===== src/fsw_pkg.sv =====
// Constants and carrier types for the upper status word fault summary block
// How it works
// - Bit 15 reads 0 after reset; host writing 1 returns it to 1.
// - Bit 14 is 0 while any unmasked power status flag is set.
// - Bit 13 is 0 while any unmasked clock status flag is set.
// - Bit 12 is 0 while any unmasked logic status flag is set.
// - Bit 11 is 0 while any unmasked overcurrent flag is set.
// - Writing 1 restores a summary bit only once its unmasked sources are clear.
// - Bit 10 is 0 when the previous frame had a checksum fault.
// - Bit 9 is 0 when the previous frame had a timeout fault.
// - Bit 8 is 0 when the previous frame had too few or too many clocks.
// - Bit 7 is 0 in the frame after an access to address FFh or above.
// - Per-frame bits 10 to 7 return to 1 at the next frame start after a fault-free frame.
// - After reset bits 14 to 7 read 1 and bit 15 reads 0.
package fsw_pkg;

  // ==========================================================
  // Field positions
  localparam int RESTART_BIT = 15;
  localparam int POWER_BIT = 14;
  localparam int NUM_SOURCES = 4;
  localparam int CHECKSUM_BIT = 10;
  localparam int TIMEOUT_BIT = 9;
  localparam int SCLK_COUNT_BIT = 8;
  localparam int BAD_ADDR_BIT = 7;

  // ==========================================================
  // Reset value of bits 15:7, low bits belong to other blocks and read 0
  localparam logic [15:0] STATUS_RESET = 16'h7f80;

  // Lowest address that counts as invalid
  localparam logic [7:0] FIRST_BAD_ADDR = 8'hff;

  // ==========================================================
  // Fault events reported by the serial frame logic during a frame
  typedef struct packed {
    logic checksum;
    logic timeout;
    logic access;
    logic [7:0] access_addr;
  } fsw_frame_evt_t;

  // Host write into the status word
  typedef struct packed {
    logic en;
    logic [15:0] data;
  } fsw_write_t;

endpackage


===== src/fsw_status_word.sv =====
// Upper status word: restart flag, four fault summaries, four per-frame faults
`timescale 1ns/1ns
module fsw_status_word #(
  parameter int SRC_W = 8
) (
  // Clock and reset
  input wire logic clk_sys,
  input wire logic reset,
  // Fault source groups: power, clock, logic, overcurrent
  input wire logic [fsw_pkg::NUM_SOURCES-1:0][SRC_W-1:0] src_flags,
  input wire logic [fsw_pkg::NUM_SOURCES-1:0][SRC_W-1:0] src_mask,
  // Serial frame logic
  input wire logic frame_start,
  input wire logic frame_end,
  input wire logic [7:0] sclk_count,
  input wire logic [7:0] sclk_required,
  input wire fsw_pkg::fsw_frame_evt_t frame_evt,
  // Host register write
  input wire fsw_pkg::fsw_write_t host_wr,
  // Status word, bits 6:0 read 0 here
  output logic [15:0] upper_status_word
);

  // ==========================================================
  // Parameter check
  generate
    if (SRC_W < 1) begin : g_bad_width
      $error("SRC_W must be at least 1");
    end
  endgenerate

  logic restart_event_indicator;
  logic [fsw_pkg::NUM_SOURCES-1:0] summary_n;
  logic frame_checksum_error_flag;
  logic frame_timeout_flag;
  logic serial_clock_count_error_flag;
  logic bad_address_access_flag;
  logic pend_checksum;
  logic pend_timeout;
  logic pend_sclk;
  logic pend_addr;
  logic bad_addr_now;
  logic sclk_wrong_now;
  logic restart_write;
  logic [3:0] frame_bits;

  // ==========================================================
  // Restart indicator
  assign restart_write = host_wr.en && host_wr.data[fsw_pkg::RESTART_BIT];

  always_ff @(posedge clk_sys) begin
    if (reset) begin
      restart_event_indicator <= fsw_pkg::STATUS_RESET[fsw_pkg::RESTART_BIT];
    end else if (restart_write) begin
      restart_event_indicator <= 1'b1;
    end
  end

  // ==========================================================
  // Summary bits 14 down to 11
  genvar gi;
  generate
    for (gi = 0; gi < fsw_pkg::NUM_SOURCES; gi++) begin : g_sum
      fsw_summary_bit #(
        .SRC_W(SRC_W)
      ) u_sum (
        .clk_sys(clk_sys),
        .reset(reset),
        .src_flags(src_flags[gi]),
        .src_mask(src_mask[gi]),
        .write_one(host_wr.en && host_wr.data[fsw_pkg::POWER_BIT - gi]),
        .fault_n(summary_n[gi])
      );
    end
  endgenerate

  // ==========================================================
  // Per-frame faults, collected now and reported in the next frame
  assign bad_addr_now = frame_evt.access && (frame_evt.access_addr >= fsw_pkg::FIRST_BAD_ADDR);
  assign sclk_wrong_now = frame_end && (sclk_count != sclk_required);

  // Events in the start cycle belong to the frame just opening
  always_ff @(posedge clk_sys) begin
    if (reset) begin
      pend_checksum <= 1'b0;
      pend_timeout <= 1'b0;
      pend_sclk <= 1'b0;
      pend_addr <= 1'b0;
    end else if (frame_start) begin
      pend_checksum <= frame_evt.checksum;
      pend_timeout <= frame_evt.timeout;
      pend_sclk <= sclk_wrong_now;
      pend_addr <= bad_addr_now;
    end else begin
      pend_checksum <= pend_checksum | frame_evt.checksum;
      pend_timeout <= pend_timeout | frame_evt.timeout;
      pend_sclk <= pend_sclk | sclk_wrong_now;
      pend_addr <= pend_addr | bad_addr_now;
    end
  end

  // Host writes never reach these bits
  always_ff @(posedge clk_sys) begin
    if (reset) begin
      frame_checksum_error_flag <= 1'b1;
      frame_timeout_flag <= 1'b1;
      serial_clock_count_error_flag <= 1'b1;
      bad_address_access_flag <= 1'b1;
    end else if (frame_start) begin
      frame_checksum_error_flag <= !pend_checksum;
      frame_timeout_flag <= !pend_timeout;
      serial_clock_count_error_flag <= !pend_sclk;
      bad_address_access_flag <= !pend_addr;
    end
  end

  assign upper_status_word = {
    restart_event_indicator,
    summary_n[0], summary_n[1], summary_n[2], summary_n[3],
    frame_checksum_error_flag,
    frame_timeout_flag,
    serial_clock_count_error_flag,
    bad_address_access_flag,
    fsw_pkg::STATUS_RESET[6:0]
  };

  assign frame_bits = upper_status_word[fsw_pkg::CHECKSUM_BIT:fsw_pkg::BAD_ADDR_BIT];

  // Each summary must land on its own bit of the word
  generate
    for (gi = 0; gi < fsw_pkg::NUM_SOURCES; gi++) begin : g_sum_chk

    end
  endgenerate
endmodule


===== src/fsw_summary_bit.sv =====
// One sticky, active-low summary fault bit over a group of masked source flags
`timescale 1ns/1ns
module fsw_summary_bit #(
  parameter int SRC_W = 8
) (
  // Clock and reset
  input wire logic clk_sys,
  input wire logic reset,
  // Source group, mask bit 1 hides its flag
  input wire logic [SRC_W-1:0] src_flags,
  input wire logic [SRC_W-1:0] src_mask,
  // Host wrote 1 to this bit
  input wire logic write_one,
  // Summary, 0 means fault
  output logic fault_n
);

  logic any_active;

  assign any_active = |(src_flags & ~src_mask);

  // A live fault wins over a host write in the same cycle
  always_ff @(posedge clk_sys) begin
    if (reset) begin
      fault_n <= 1'b1;
    end else if (any_active) begin
      fault_n <= 1'b0;
    end else if (write_one) begin
      fault_n <= 1'b1;
    end
  end
endmodule


===== config.mk =====
export PLATFORM = sky130hd
export DESIGN_NAME = fsw_status_word
export DESIGN_NICKNAME = d
export VERILOG_FILES = /design/src/fsw_pkg.sv /design/src/fsw_status_word.sv /design/src/fsw_summary_bit.sv
export SDC_FILE = /design/constraint.sdc
export NUM_CORES = 1
export LEC_CHECK = 0
export BUFFER_PORTS_ARGS = -buffer_cell sky130_fd_sc_hd__buf_2
export CORE_MARGIN = 3
export CORE_UTILIZATION = 31
export CTS_BUF_LIST = sky130_fd_sc_hd__clkbuf_8
export CTS_CLUSTER_DIAMETER = 40
export DETAILED_ROUTE_END_ITERATION = 16
export PLACE_DENSITY = 0.82
export SYNTH_ARGS = -nofsm -noshare
export SYNTH_HDL_FRONTEND = slang
export SYNTH_SLANG_ARGS = --single-unit
export TNS_END_PERCENT = 50

===== constraint.sdc =====
create_clock -name clk_sys -period 1 [get_ports clk_sys]
set_input_delay 0.1 -clock clk_sys [delete_from_list [all_inputs] [get_ports clk_sys]]
set_output_delay 0.1 -clock clk_sys [all_outputs]
set_load 0.005 [all_outputs]

Word-level counts from Yosys, hierarchy flattened
Cells that the tools add are included.
Widths: inputs -> output; s select.
- flip-flop bits (word level): 13
- output and inout bits: 16
- bitwise logic cells: 12
- reduce and logical (&&, ||, !) cells: 19
- order comparisons: 1
- eq/ne operators: 1
- muxes and demuxes: 12
- operator list (cell ; count):
    $and 8x8->8 ; 4
    $not 8->8 ; 4
    $reduce_or 8->1 ; 4
    $mux 1 ; 12
    $ge 8x8->1 const B ; 1
    $ne 8x8->1 ; 1
    $reduce_bool 2->1 ; 4
    $logic_and 1x1->1 ; 7
    $logic_not 1->1 ; 4
    $or 1x1->1 ; 4

Logic depth before layout (Yosys ltp)
Gate-level depths: netlist (run 1).
- word-level depth: 4
- gate-level depth with buffers: 4

Hierarchy
From an unflattened synthesis (run 1), not the netlist that was laid out.
- cells, all modules: 123
- area, all modules: 955.9 µm²
- by module, submodules not included (module ; area each (µm²) ; instances ; cells an instance ; seq. area each (µm²)):
    fsw_status_word ; 530.5 ; 1 ; 67 ; 180.2
    fsw_summary_bit ; 106.4 ; 4 ; 14 ; 20.0

Least setup slack after synthesis (run 1)
OpenSTA, ideal clock, no wires.
- path type: register to register
- start: register g_sum[0].u_sum.fault_n (netlist name)
- end: register g_sum[0].u_sum.fault_n
- stages on the path, launching flop included: 4
- data required time: 886 ps
- setup slack: 278 ps
- data arrival time: 608 ps
- setup time: 114 ps
- path through: dfxtp_1 > a21oi_1 > nor3_1 > a21o_1
- RTL lines (item ; line ; source):
    to (signal assigned) ; fsw_summary_bit.sv:25 ; fault_n <= 1'b1;
    to (signal assigned) ; fsw_summary_bit.sv:27 ; fault_n <= 1'b0;
    to (signal assigned) ; fsw_summary_bit.sv:29 ; fault_n <= 1'b1;
    to (decl) ; fsw_summary_bit.sv:15 ; output logic fault_n

Worst setup path in the final report (run 1)
- start: register g_sum[3].u_sum.fault_n
- end: output upper_status_word[11]
- RTL lines (item ; line ; source):
    from (decl) ; fsw_summary_bit.sv:15 ;
    from (signal assigned) ; fsw_summary_bit.sv:25 ;
    from (signal assigned) ; fsw_summary_bit.sv:27 ;
    from (signal assigned) ; fsw_summary_bit.sv:29 ;
    to (decl) ; fsw_status_word.sv:21 ; output logic [15:0] upper_status_word
No word-level cell between the ends.

==> results.sh, run 1 <==
export IMPL_grt_antenna_before_repair=0
export IMPL_multiInputGateArea_sq_um=424
export IMPL_io_pins=128
export IMPL_cts_tree="built"
export IMPL_worstRegToRegCells=3
export IMPL_cts_root_buf="clkbuf_8"
export IMPL_max_freq_ghz=1.30
export IMPL_reg2reg_to="g_sum[3].u_sum.fault_n"
export IMPL_overflow=0
export IMPL_synth_area_per_cell_sq_um=6.99
export IMPL_min_from="frame_evt[10]"
export IMPL_clk_pin_slew_ns=0.06
export IMPL_clk_path_buf_depth=2
export IMPL_setup_violations=0
export IMPL_power_static_leakage_uw=0.000874
export IMPL_die_h_microns=60.4
export IMPL_finalSetupTns_ns=0
export IMPL_path_max_fanout=2
export IMPL_synth_seq_cells=13
export IMPL_finClkSkew_ns=0.00168
export IMPL_antennaDiodeCount=0
export IMPL_finalWeightedCongestion=0.673
export IMPL_start_util_pct=32.9
export IMPL_slowest_stage="dfxtp_1"
export IMPL_cts_resized=0
export IMPL_rsz0062_at_grt="no"
export IMPL_layout_nets=345
export IMPL_syn_to_final_growth_pct=57.0
export IMPL_hpwl_mm=2.28
export IMPL_critPathTopFamily="flip-flops"
export IMPL_final_cell_mix="109 x buf_2, 33 x inv_1, 13 x dfxtp_1, 12 x o22ai_1"
export IMPL_r2r_slack_ns=0.24
export IMPL_first_iter_violations=12
export IMPL_cp_required_ns=0.90
export IMPL_post_route_period_util_pct=77.1
export IMPL_synthTopCellsByArea="dfxtp_1 28%, buf_4 13%, inv_1 13%"
export IMPL_fp_dieW_microns=60.4
export IMPL_cp_data_arrival_time_ns=0.67
export IMPL_drt_wl_total_mm=2.48
export IMPL_synth_top_area_cell="dfxtp_1"
export IMPL_wire_per_inst_microns=9.44
export IMPL_grt_max_degree=15
export IMPL_ys_types=20
export IMPL_die_area_sq_um=3640
export IMPL_fin_util_pct=51.7
export IMPL_p_per_area_nw_per_um2=962
export IMPL_timing_hold_ws_ns=0.0667
export IMPL_place_area_sq_um=1390
export IMPL_final_common_cell="buf_2"
export IMPL_yosysSeqAreaShare_pct=28.4
export IMPL_r2r_start="g_sum[3].u_sum.fault_n"
export IMPL_min_to="pend_checksum"
export IMPL_rows=19
export IMPL_syn_area_sq_um=916
export IMPL_slowest_delay_ns=0.32
export IMPL_vias_per_cell=4.40
export IMPL_endpoint_kind="primary output"
export IMPL_cts_sinks=13
export IMPL_clk_latency_ns=0.23
export IMPL_synthCells=131
export IMPL_startpoint_type="flop"
export IMPL_grt_pass1_vias=973
export IMPL_cap_violations=0
export IMPL_drive_above_1_share_pct=48.7
export IMPL_drt_pass1_iter_count=4
export IMPL_ant_nets=0
export IMPL_final_max_slew_viol_count=0
export IMPL_grt_use_total_pct=12.0
export IMPL_hold_viol=0
export IMPL_power_total_uw=1380
export IMPL_hold_class="in2reg"
export IMPL_cts_setup_buffers=0
export IMPL_cts_hold_buffers=0
export IMPL_path_cells="buf_2"
export IMPL_outcome="completed"
export IMPL_finish_instance_area_sq_um=1440
export IMPL_path_buf_inv=1
export IMPL_htreeDepth=1
export IMPL_core_area_sq_um=2780
export IMPL_regArea_sq_um=260
export IMPL_n_fill_cell=297
export IMPL_criticalPathCategory="reg2out"
export IMPL_hold_path_depth=3
export IMPL_io_buffers=109
export IMPL_vias=1156
export IMPL_drc=0
export IMPL_ir_worst_vdd_uv=617
export IMPL_cts_buffers_inserted=3
export IMPL_min_period_ns=0.771
export IMPL_yosys_area_top_type_share_pct=28.4
export IMPL_grt_pass1_wl_mm=3.42
export IMPL_yosys_warnings=0
export IMPL_crit_start="g_sum[3].u_sum.fault_n"
==> how the worst max path moves through the flow <==
stage	endpoint	slack, ns	depth (start not counted)
after detailed placement	pend_sclk	0.18	5
after global placement	pend_sclk	0.19	5
after CTS	upper_status_word[11]	0.21	1
final	upper_status_word[11]	0.23	1
after floorplan	g_sum[0].u_sum.fault_n	0.28	3
after global routing	g_sum[3].u_sum.fault_n	0.17	3
==> per-layer routing <==
metal | up-vias | GRT usage, % | wire length (microns)
li1 | 602 | - | -
met1 | 494 | 11.6 | 869
met2 | 60 | 25.8 | 1330
met3 | 0 | 0.851 | 285
met4 | 0 | 3.80 | 0
met5 | - | 0 | 0
==> cell families after synthesis <==
kind of cell	share of synthesized area (%)
simple gates	12.8
flops	28.4
compound gates	22.9
other cells	0.409
xor+xnor	7.65
buf+inv	27.7
==> per-stage QoR <==
stage	std cells	setup slack [ns]
3_5_place_dp	259	0.179
2_1_floorplan	137	0.278
3_3_place_gp	259	0.189
4_1_cts	263	0.215
5_1_grt	263	0.170
6_report	263	0.229
==> cell type report <==
class / count / area share [%]
Sequential cell: 13 / 18.1
Clock inverter: 1 / 0.261
Multi-Input combinational cell: 73 / 29.5
Clock buffer: 3 / 2.87
Tap cell: 31 / 2.70
Timing Repair Buffer: 109 / 37.9
Inverter: 33 / 8.62
==> cells in the mapped netlist <==
cell and instances:
nand3_1 1, o22ai_1 12, nor2b_1 1, buf_4 16, dfxtp_1 13, a221oi_1 4, a21oi_1 8, nor2_1 4
inv_1 32, inv_2 1, nand4_1 3, o21ai_1 1, nor3_1 5, nand2b_1 4, xnor2_1 8, conb_1 1
nand2_1 6, o21ai_0 5, buf_2 2, a21o_1 4
==> power breakdown <==
part	total, uW	switching, uW	internal (uW)
Clock	446	176	270
Sequential	559	12.4	547
Combinational	379	146	232
Total	1380	334	1050
==> registers in the layout, indices dropped and copies added (netlist names) <==
| register | flops |
|---|---|
| g_sum.u_sum.fault_n | 4 |
| serial_clock_count_error_flag | 1 |
| restart_event_indicator | 1 |
| pend_checksum | 1 |
| frame_timeout_flag | 1 |
| pend_sclk | 1 |
| pend_timeout | 1 |
| bad_address_access_flag | 1 |
| frame_checksum_error_flag | 1 |
| pend_addr | 1 |
No activity file was read; power rests on OpenSTA's default activity.
==> inputs of run 2 (changes only) <==
--- a/config.mk
+++ b/config.mk
@@ -5,9 +5,10 @@
 export SDC_FILE = /design/constraint.sdc
 export NUM_CORES = 1
 export LEC_CHECK = 0
+export ABC_AREA = 1
 export BUFFER_PORTS_ARGS = -buffer_cell sky130_fd_sc_hd__buf_2
 export CORE_MARGIN = 3
-export CORE_UTILIZATION = 31
+export CORE_UTILIZATION = 32
 export CTS_BUF_LIST = sky130_fd_sc_hd__clkbuf_8
 export CTS_CLUSTER_DIAMETER = 40
 export DETAILED_ROUTE_END_ITERATION = 16
==> constraint.sdc (replaced) <==
create_clock -name clk_sys -period 0.8 [get_ports clk_sys]
set_input_delay 0.08 -clock clk_sys [delete_from_list [all_inputs] [get_ports clk_sys]]
set_output_delay 0.08 -clock clk_sys [all_outputs]
set_load 0.005 [all_outputs]
==> run 2 against run 1 <==
Net effect: cell count increased by 11%; setup slack worse by 0.19 ns; synthesized cell count is 22% higher; critical endpoint is now upper_status_word[13]; sequential share of layout area fell by 0.54 points; total power increased by 27%; hold slack got worse by 0.018 ns.
==> results.sh, run 2 <==
export IMPL_rows=19
export IMPL_io_pins=128
export IMPL_synthAdderAreaFrac_pct=0
export IMPL_outcome="completed"
export IMPL_vias=1230
export IMPL_r2r_start="g_sum[1].u_sum.fault_n"
export IMPL_placed_cells=288
export IMPL_io_buffers=109
export IMPL_layout_nets=374
export IMPL_clk_pin_slew_ns=0.05
export IMPL_hpwl_mm=2.34
export IMPL_die_h_microns=61.0
export IMPL_startpoint_type="flop"
export IMPL_synth_top_area_cell="dfxtp_1"
export IMPL_yosysSeqAreaShare_pct=26.9
export IMPL_power_static_leakage_uw=0.000964
export IMPL_ir_worst_vdd_uv=742
export IMPL_synthMuxAreaShare_pct=0
export IMPL_clk_latency_ns=0.24
export IMPL_power_total_uw=1760
export IMPL_post_synth_top_count_cell="inv_1"
export IMPL_cts_hold_buffers=0
export IMPL_criticalPathCategory="reg2out"
export IMPL_grt_pass1_wl_mm=3.33
export IMPL_slowest_stage="dfxtp_1"
export IMPL_finalWeightedCongestion=0.699
export IMPL_cts_buffers_inserted=3
export IMPL_top_register="g_sum.u_sum.fault_n"
export IMPL_min_period_ns=0.764
export IMPL_synth_area_per_cell_sq_um=6.04
export IMPL_max_freq_ghz=1.31
export IMPL_fin_util_pct=52.6
export IMPL_wire_per_inst_microns=8.75
export IMPL_start_util_pct=34.2
export IMPL_largest_reg_flops=4
export IMPL_hold_path_depth=3
export IMPL_synthTopCellsByArea="dfxtp_1 27%, inv_1 16%, buf_4 13%"
export IMPL_die_area_sq_um=3720
export IMPL_post_synth_and_or_nand_nor_area_fraction_pct=22.1
export IMPL_min_from="frame_evt[10]"
export IMPL_synth_compound_area_share_pct=16.9
export IMPL_clk_path_buf_depth=2
export IMPL_final_common_cell="buf_2"
export IMPL_cts_root_buf="clkbuf_8"
export IMPL_crit_start="g_sum[1].u_sum.fault_n"
export IMPL_syn_to_final_growth_pct=53.9
export IMPL_path_cells="buf_2"
export IMPL_drt_wl_total_mm=2.55
export IMPL_path_max_fanout=2
export IMPL_cts_tree="built"
export IMPL_r2r_slack_ns=0.09
export IMPL_ys_types=13
export IMPL_pre_cts_slack_ns=0.0245
export IMPL_cap_violations=0
export IMPL_synth_edf_count=0
export IMPL_critPathTopFamily="flip-flops"
export IMPL_synthCells=160
export IMPL_fin_ws_ns=0.0365
export IMPL_rsz0062_at_grt="no"
export IMPL_hold_class="in2reg"
export IMPL_p_per_area_nw_per_um2=1180
export IMPL_yosys_warnings=0
export IMPL_synth_seq_cells=13
export IMPL_synth_xor_area_share_pct=3.62
export IMPL_antennaDiodeCount=0
export IMPL_synth_top_family_by_area="buffers and inverters"
export IMPL_synthArstFlopShare_pct=0
export IMPL_yosys_area_top_type_share_pct=26.9
export IMPL_cp_required_ns=0.72
export IMPL_ys_flop_type="dfxtp_1"
export IMPL_core_area_sq_um=2830
export IMPL_cp_data_arrival_time_ns=0.68
export IMPL_ant_nets=0
export IMPL_fp_dieW_microns=61.0
export IMPL_first_iter_violations=24
export IMPL_n_fill_cell=285
export IMPL_finClkSkew_ns=0.000142
export IMPL_grt_antenna_before_repair=0
export IMPL_vias_per_cell=4.21
export IMPL_grt_use_total_pct=11.9
export IMPL_slowest_delay_ns=0.33
export IMPL_syn_area_sq_um=967
export IMPL_hold_viol=0
export IMPL_overflow=0
export IMPL_final_cell_mix="109 x buf_2, 42 x inv_1, 33 x nand2_1, 14 x nor2_1"
export IMPL_drt_pass1_iter_count=3
export IMPL_grt_max_degree=13
export IMPL_final_max_slew_viol_count=0
export IMPL_cts_sinks=13
export IMPL_drc=0
export IMPL_post_route_period_util_pct=95.4
export IMPL_path_buf_inv=1
export IMPL_drive_above_1_share_pct=44.1
export IMPL_worstRegToRegCells=4
export IMPL_htreeDepth=1
export IMPL_setup_violations=0
export IMPL_finalSetupTns_ns=0
export IMPL_min_to="pend_checksum"
export IMPL_synthTopCellsByCount="42 x inv_1, 33 x nand2_1, 17 x buf_4"
export IMPL_endpoint_kind="primary output"
export IMPL_reg2reg_to="g_sum[1].u_sum.fault_n"
export IMPL_grt_pass1_vias=935
export IMPL_final_instance_count_excl_fill=292
[run 2: cell types whose count changed after synthesis, moves of 3 or more]
cell	before	now
a21o_1	4	0
a21oi_1	8	12
a221oi_1	4	0
inv_1	32	42
nand2_1	6	33
nand2b_1	4	0
nand4_1	3	6
nor2_1	4	14
nor3_1	5	0
xnor2_1	8	4
[run 2: worst max-delay path by stage]
stage / to / slack [ns] / cells past startpoint
finish: upper_status_word[13] / 0.04 / 1
global route: upper_status_word[15] / 0.002 / 1
CTS: upper_status_word[13] / 0.02 / 1
detailed placement: pend_sclk / 0.02 / 9
global placement: pend_sclk / 0.03 / 7
floorplan: g_sum[0].u_sum.fault_n / 0.14 / 4
[run 2: where the power goes]
part,switching [uW],internal [uW]
Clock,223,343
Combinational,204,286
Sequential,16.9,689
Total,444,1320
[run 2: metrics by stage]
stage | hold WS, ns | instance area [sq um]
final | 0.0486 | 1490
after global routing | 0.0714 | 1490
after CTS | 0.0401 | 1490
after detailed placement | 0.293 | 1440
after global placement | 0.290 | 1440
after floorplan | 0.197 | 990
[run 2: area by class of cell]
class                      instances  area [sq um]  area share [%]
inverter                          42           158            10.6
clock buffer                       3          41.3            2.77
timing repair buffer             109           546            36.6
clock inverter                     1          5.00           0.336
sequential                        13           262            17.6
tap                               31          38.8            2.61
multi-input combinational         93           439            29.5
[run 2: worst reg2reg max path: cells and delay by family (launching register included)]
family / cells / cell delay, ns
flops: 1 / 0.31
compound gates: 1 / 0.11
simple gates: 3 / 0.19
[run 2: timing repair]
item | in CTS | in global routing
buffers inserted | 0 | 0
resized for setup | 0 | 1
setup endpoints to repair | 0 | 1
[run 2: cells by family after synthesis]
group,Yosys count
flip-flops,13
AO/OA/AOI/OAI,29
AND/OR/NAND/NOR,53
other,1
buffers and inverters,60
XOR/XNOR,4
[run 2: per-layer routing]
metal | global-route usage, % | up-vias | share of wire [%]
li1 | - | 668 | -
met1 | 10.1 | 495 | 34
met2 | 25.2 | 67 | 53
met3 | 5.11 | 0 | 13
met4 | 1.86 | 0 | 0
met5 | 0 | - | 0
==> inputs of run 3 (changes only) <==
--- a/config.mk
+++ b/config.mk
@@ -6,7 +6,7 @@
 export NUM_CORES = 1
 export LEC_CHECK = 0
 export ABC_AREA = 1
-export BUFFER_PORTS_ARGS = -buffer_cell sky130_fd_sc_hd__buf_2
+export BUFFER_PORTS_ARGS = -buffer_cell sky130_fd_sc_hd__buf_4
 export CORE_MARGIN = 3
 export CORE_UTILIZATION = 32
 export CTS_BUF_LIST = sky130_fd_sc_hd__clkbuf_8
==> run 3 against run 2 <==
Net effect: sequential power rose by 0.8%; critical path type unchanged; design area is 19% higher; highest routed layer is now met4; register-to-register slack barely moved.
==> results.sh, run 3 (synthesized netlist as in run 2, its figures left out) <==
export IMPL_outcome="completed"
export IMPL_path_cells="buf_4"
export IMPL_cts_sinks=13
export IMPL_drt_wl_total_mm=2.95
export IMPL_cap_violations=0
export IMPL_p_per_area_nw_per_um2=1090
export IMPL_r2r_slack_ns=0.08
export IMPL_grt_pass1_wl_mm=4.31
export IMPL_pre_cts_slack_ns=0.0136
export IMPL_hold_class="in2reg"
export IMPL_final_common_cell="buf_4"
export IMPL_clk_path_buf_depth=2
export IMPL_vias_per_cell=4.42
export IMPL_vias=1292
export IMPL_final_cell_mix="109 x buf_4, 43 x inv_1, 33 x nand2_1, 14 x nor2_1, 12 x o22ai_1"
export IMPL_cp_required_ns=0.72
export IMPL_setup_violations=0
export IMPL_grt_pass1_vias=1106
export IMPL_grt_use_met3_pct=5.11
export IMPL_top_register="g_sum.u_sum.fault_n"
export IMPL_path_depth=1
export IMPL_endpoint_kind="primary output"
export IMPL_grt_antenna_before_repair=0
export IMPL_layout_nets=374
export IMPL_io_pins=128
export IMPL_ant_nets=0
export IMPL_use_met1_pct=15.1
export IMPL_clk_pin_slew_ns=0.05
export IMPL_rows=19
export IMPL_timing_hold_ws_ns=0.0516
export IMPL_post_route_period_util_pct=95.9
export IMPL_start_util_pct=34.2
export IMPL_path_max_fanout=2
export IMPL_top_usage_layer="met2"
export IMPL_hpwl_mm=2.67
export IMPL_cts_tree="built"
export IMPL_path_buf_inv=1
export IMPL_rsz0062_at_grt="yes"
export IMPL_grt_use_total_pct=15.2
export IMPL_drt_pass1_iter_count=4
export IMPL_min_period_ns=0.767
export IMPL_reg2reg_to="g_sum[0].u_sum.fault_n"
export IMPL_cp_data_arrival_time_ns=0.69
export IMPL_overflow=0
export IMPL_cts_buffers_inserted=3
export IMPL_max_freq_ghz=1.30
export IMPL_slowest_stage="dfxtp_2"
export IMPL_hold_viol=0
export IMPL_syn_to_final_growth_pct=82.8
export IMPL_first_iter_violations=16
export IMPL_finClkSkew_ns=0.000577
export IMPL_grtUsageMet2_pct=29.8
export IMPL_die_h_microns=61.0
export IMPL_drive_above_1_share_pct=45.2
export IMPL_crit_start="restart_event_indicator"
export IMPL_die_area_sq_um=3720
export IMPL_final_max_slew_viol_count=0
export IMPL_grt_max_degree=13
export IMPL_core_area_sq_um=2830
export IMPL_io_buffers=109
export IMPL_worstRegToRegCells=4
export IMPL_criticalPathCategory="reg2out"
export IMPL_startpoint_type="flop"
export IMPL_min_from="frame_evt[10]"
export IMPL_critPathTopFamily="flip-flops"
export IMPL_clk_latency_ns=0.24
export IMPL_wire_per_inst_microns=10.1
export IMPL_drc=0
export IMPL_ir_worst_vdd_uv=641
export IMPL_antennaDiodeCount=0
export IMPL_htreeDepth=1
export IMPL_cts_root_buf="clkbuf_8"
export IMPL_largest_reg_flops=4
export IMPL_fp_dieW_microns=61.0
export IMPL_finalWeightedCongestion=0.657
export IMPL_power_static_leakage_uw=0.00106
export IMPL_fin_ws_ns=0.0327
export IMPL_endpoint="upper_status_word[15]"
export IMPL_r2r_start="g_sum[0].u_sum.fault_n"
export IMPL_cts_setup_buffers=0
export IMPL_slowest_delay_ns=0.32
run 3: cell types whose count changed in the layout (fill, tap and decap cells not counted):
cell / delta
buf_2: -109
buf_4: +109
dfxtp_1: -3
dfxtp_2: +3
a21oi_1: -1
a21oi_2: +1
clkinv_2: -1
inv_1: +1
run 3: worst min path at each step:
stage | endpoint | slack (ns) | cells past startpoint
after floorplan | pend_checksum | 0.20 | 2
after global placement | pend_timeout | 0.28 | 3
after detailed placement | pend_checksum | 0.30 | 3
after CTS | pend_checksum | 0.05 | 3
after global routing | pend_sclk | 0.08 | 2
final | pend_checksum | 0.05 | 3
run 3: metrics by stage:
step | cells | area [sq um] | util, % | TNS (ns) | total power (uW)
2_1_floorplan | 166 | 990 | - | 0 | 985
3_3_place_gp | 288 | 1710 | 60.6 | 0 | 1360
3_5_place_dp | 288 | 1710 | 60.6 | 0 | 1370
4_1_cts | 292 | 1760 | 62.2 | 0 | 1950
5_1_grt | 292 | 1770 | 62.5 | -0.0220 | 2060
6_report | 292 | 1770 | 62.5 | 0 | 1920
run 3: what timing repair did:
| item | CTS | global route |
|---|---|---|
| gates resized for setup | 0 | 5 |
| endpoints found under the setup margin | 0 | 6 |
| hold buffers | 0 | 0 |
run 3: area by class of cell:
| cell class | count | area, sq um |
|---|---|---|
| clock inverter | 1 | 3.75 |
| clock buffer | 3 | 41.3 |
| sequential | 13 | 265 |
| fill | 294 | 1060 |
| inverter | 42 | 158 |
| timing repair buffer | 109 | 818 |
| multi-input combinational | 93 | 443 |
| tap | 31 | 38.8 |
run 3: where the power goes:
group          internal, uW  switching, uW  total, uW
Clock                   338            227        566
Sequential              691           20.1        712
Combinational           437            208        645
run 3: per-layer routing:
| metal | share of wire (%) | vias up |
|---|---|---|
| met5 | 0 | - |
| met1 | 33 | 554 |
| met3 | 13 | 2 |
| met4 | 0.27 | 0 |
| li1 | - | 669 |
| met2 | 54 | 67 |
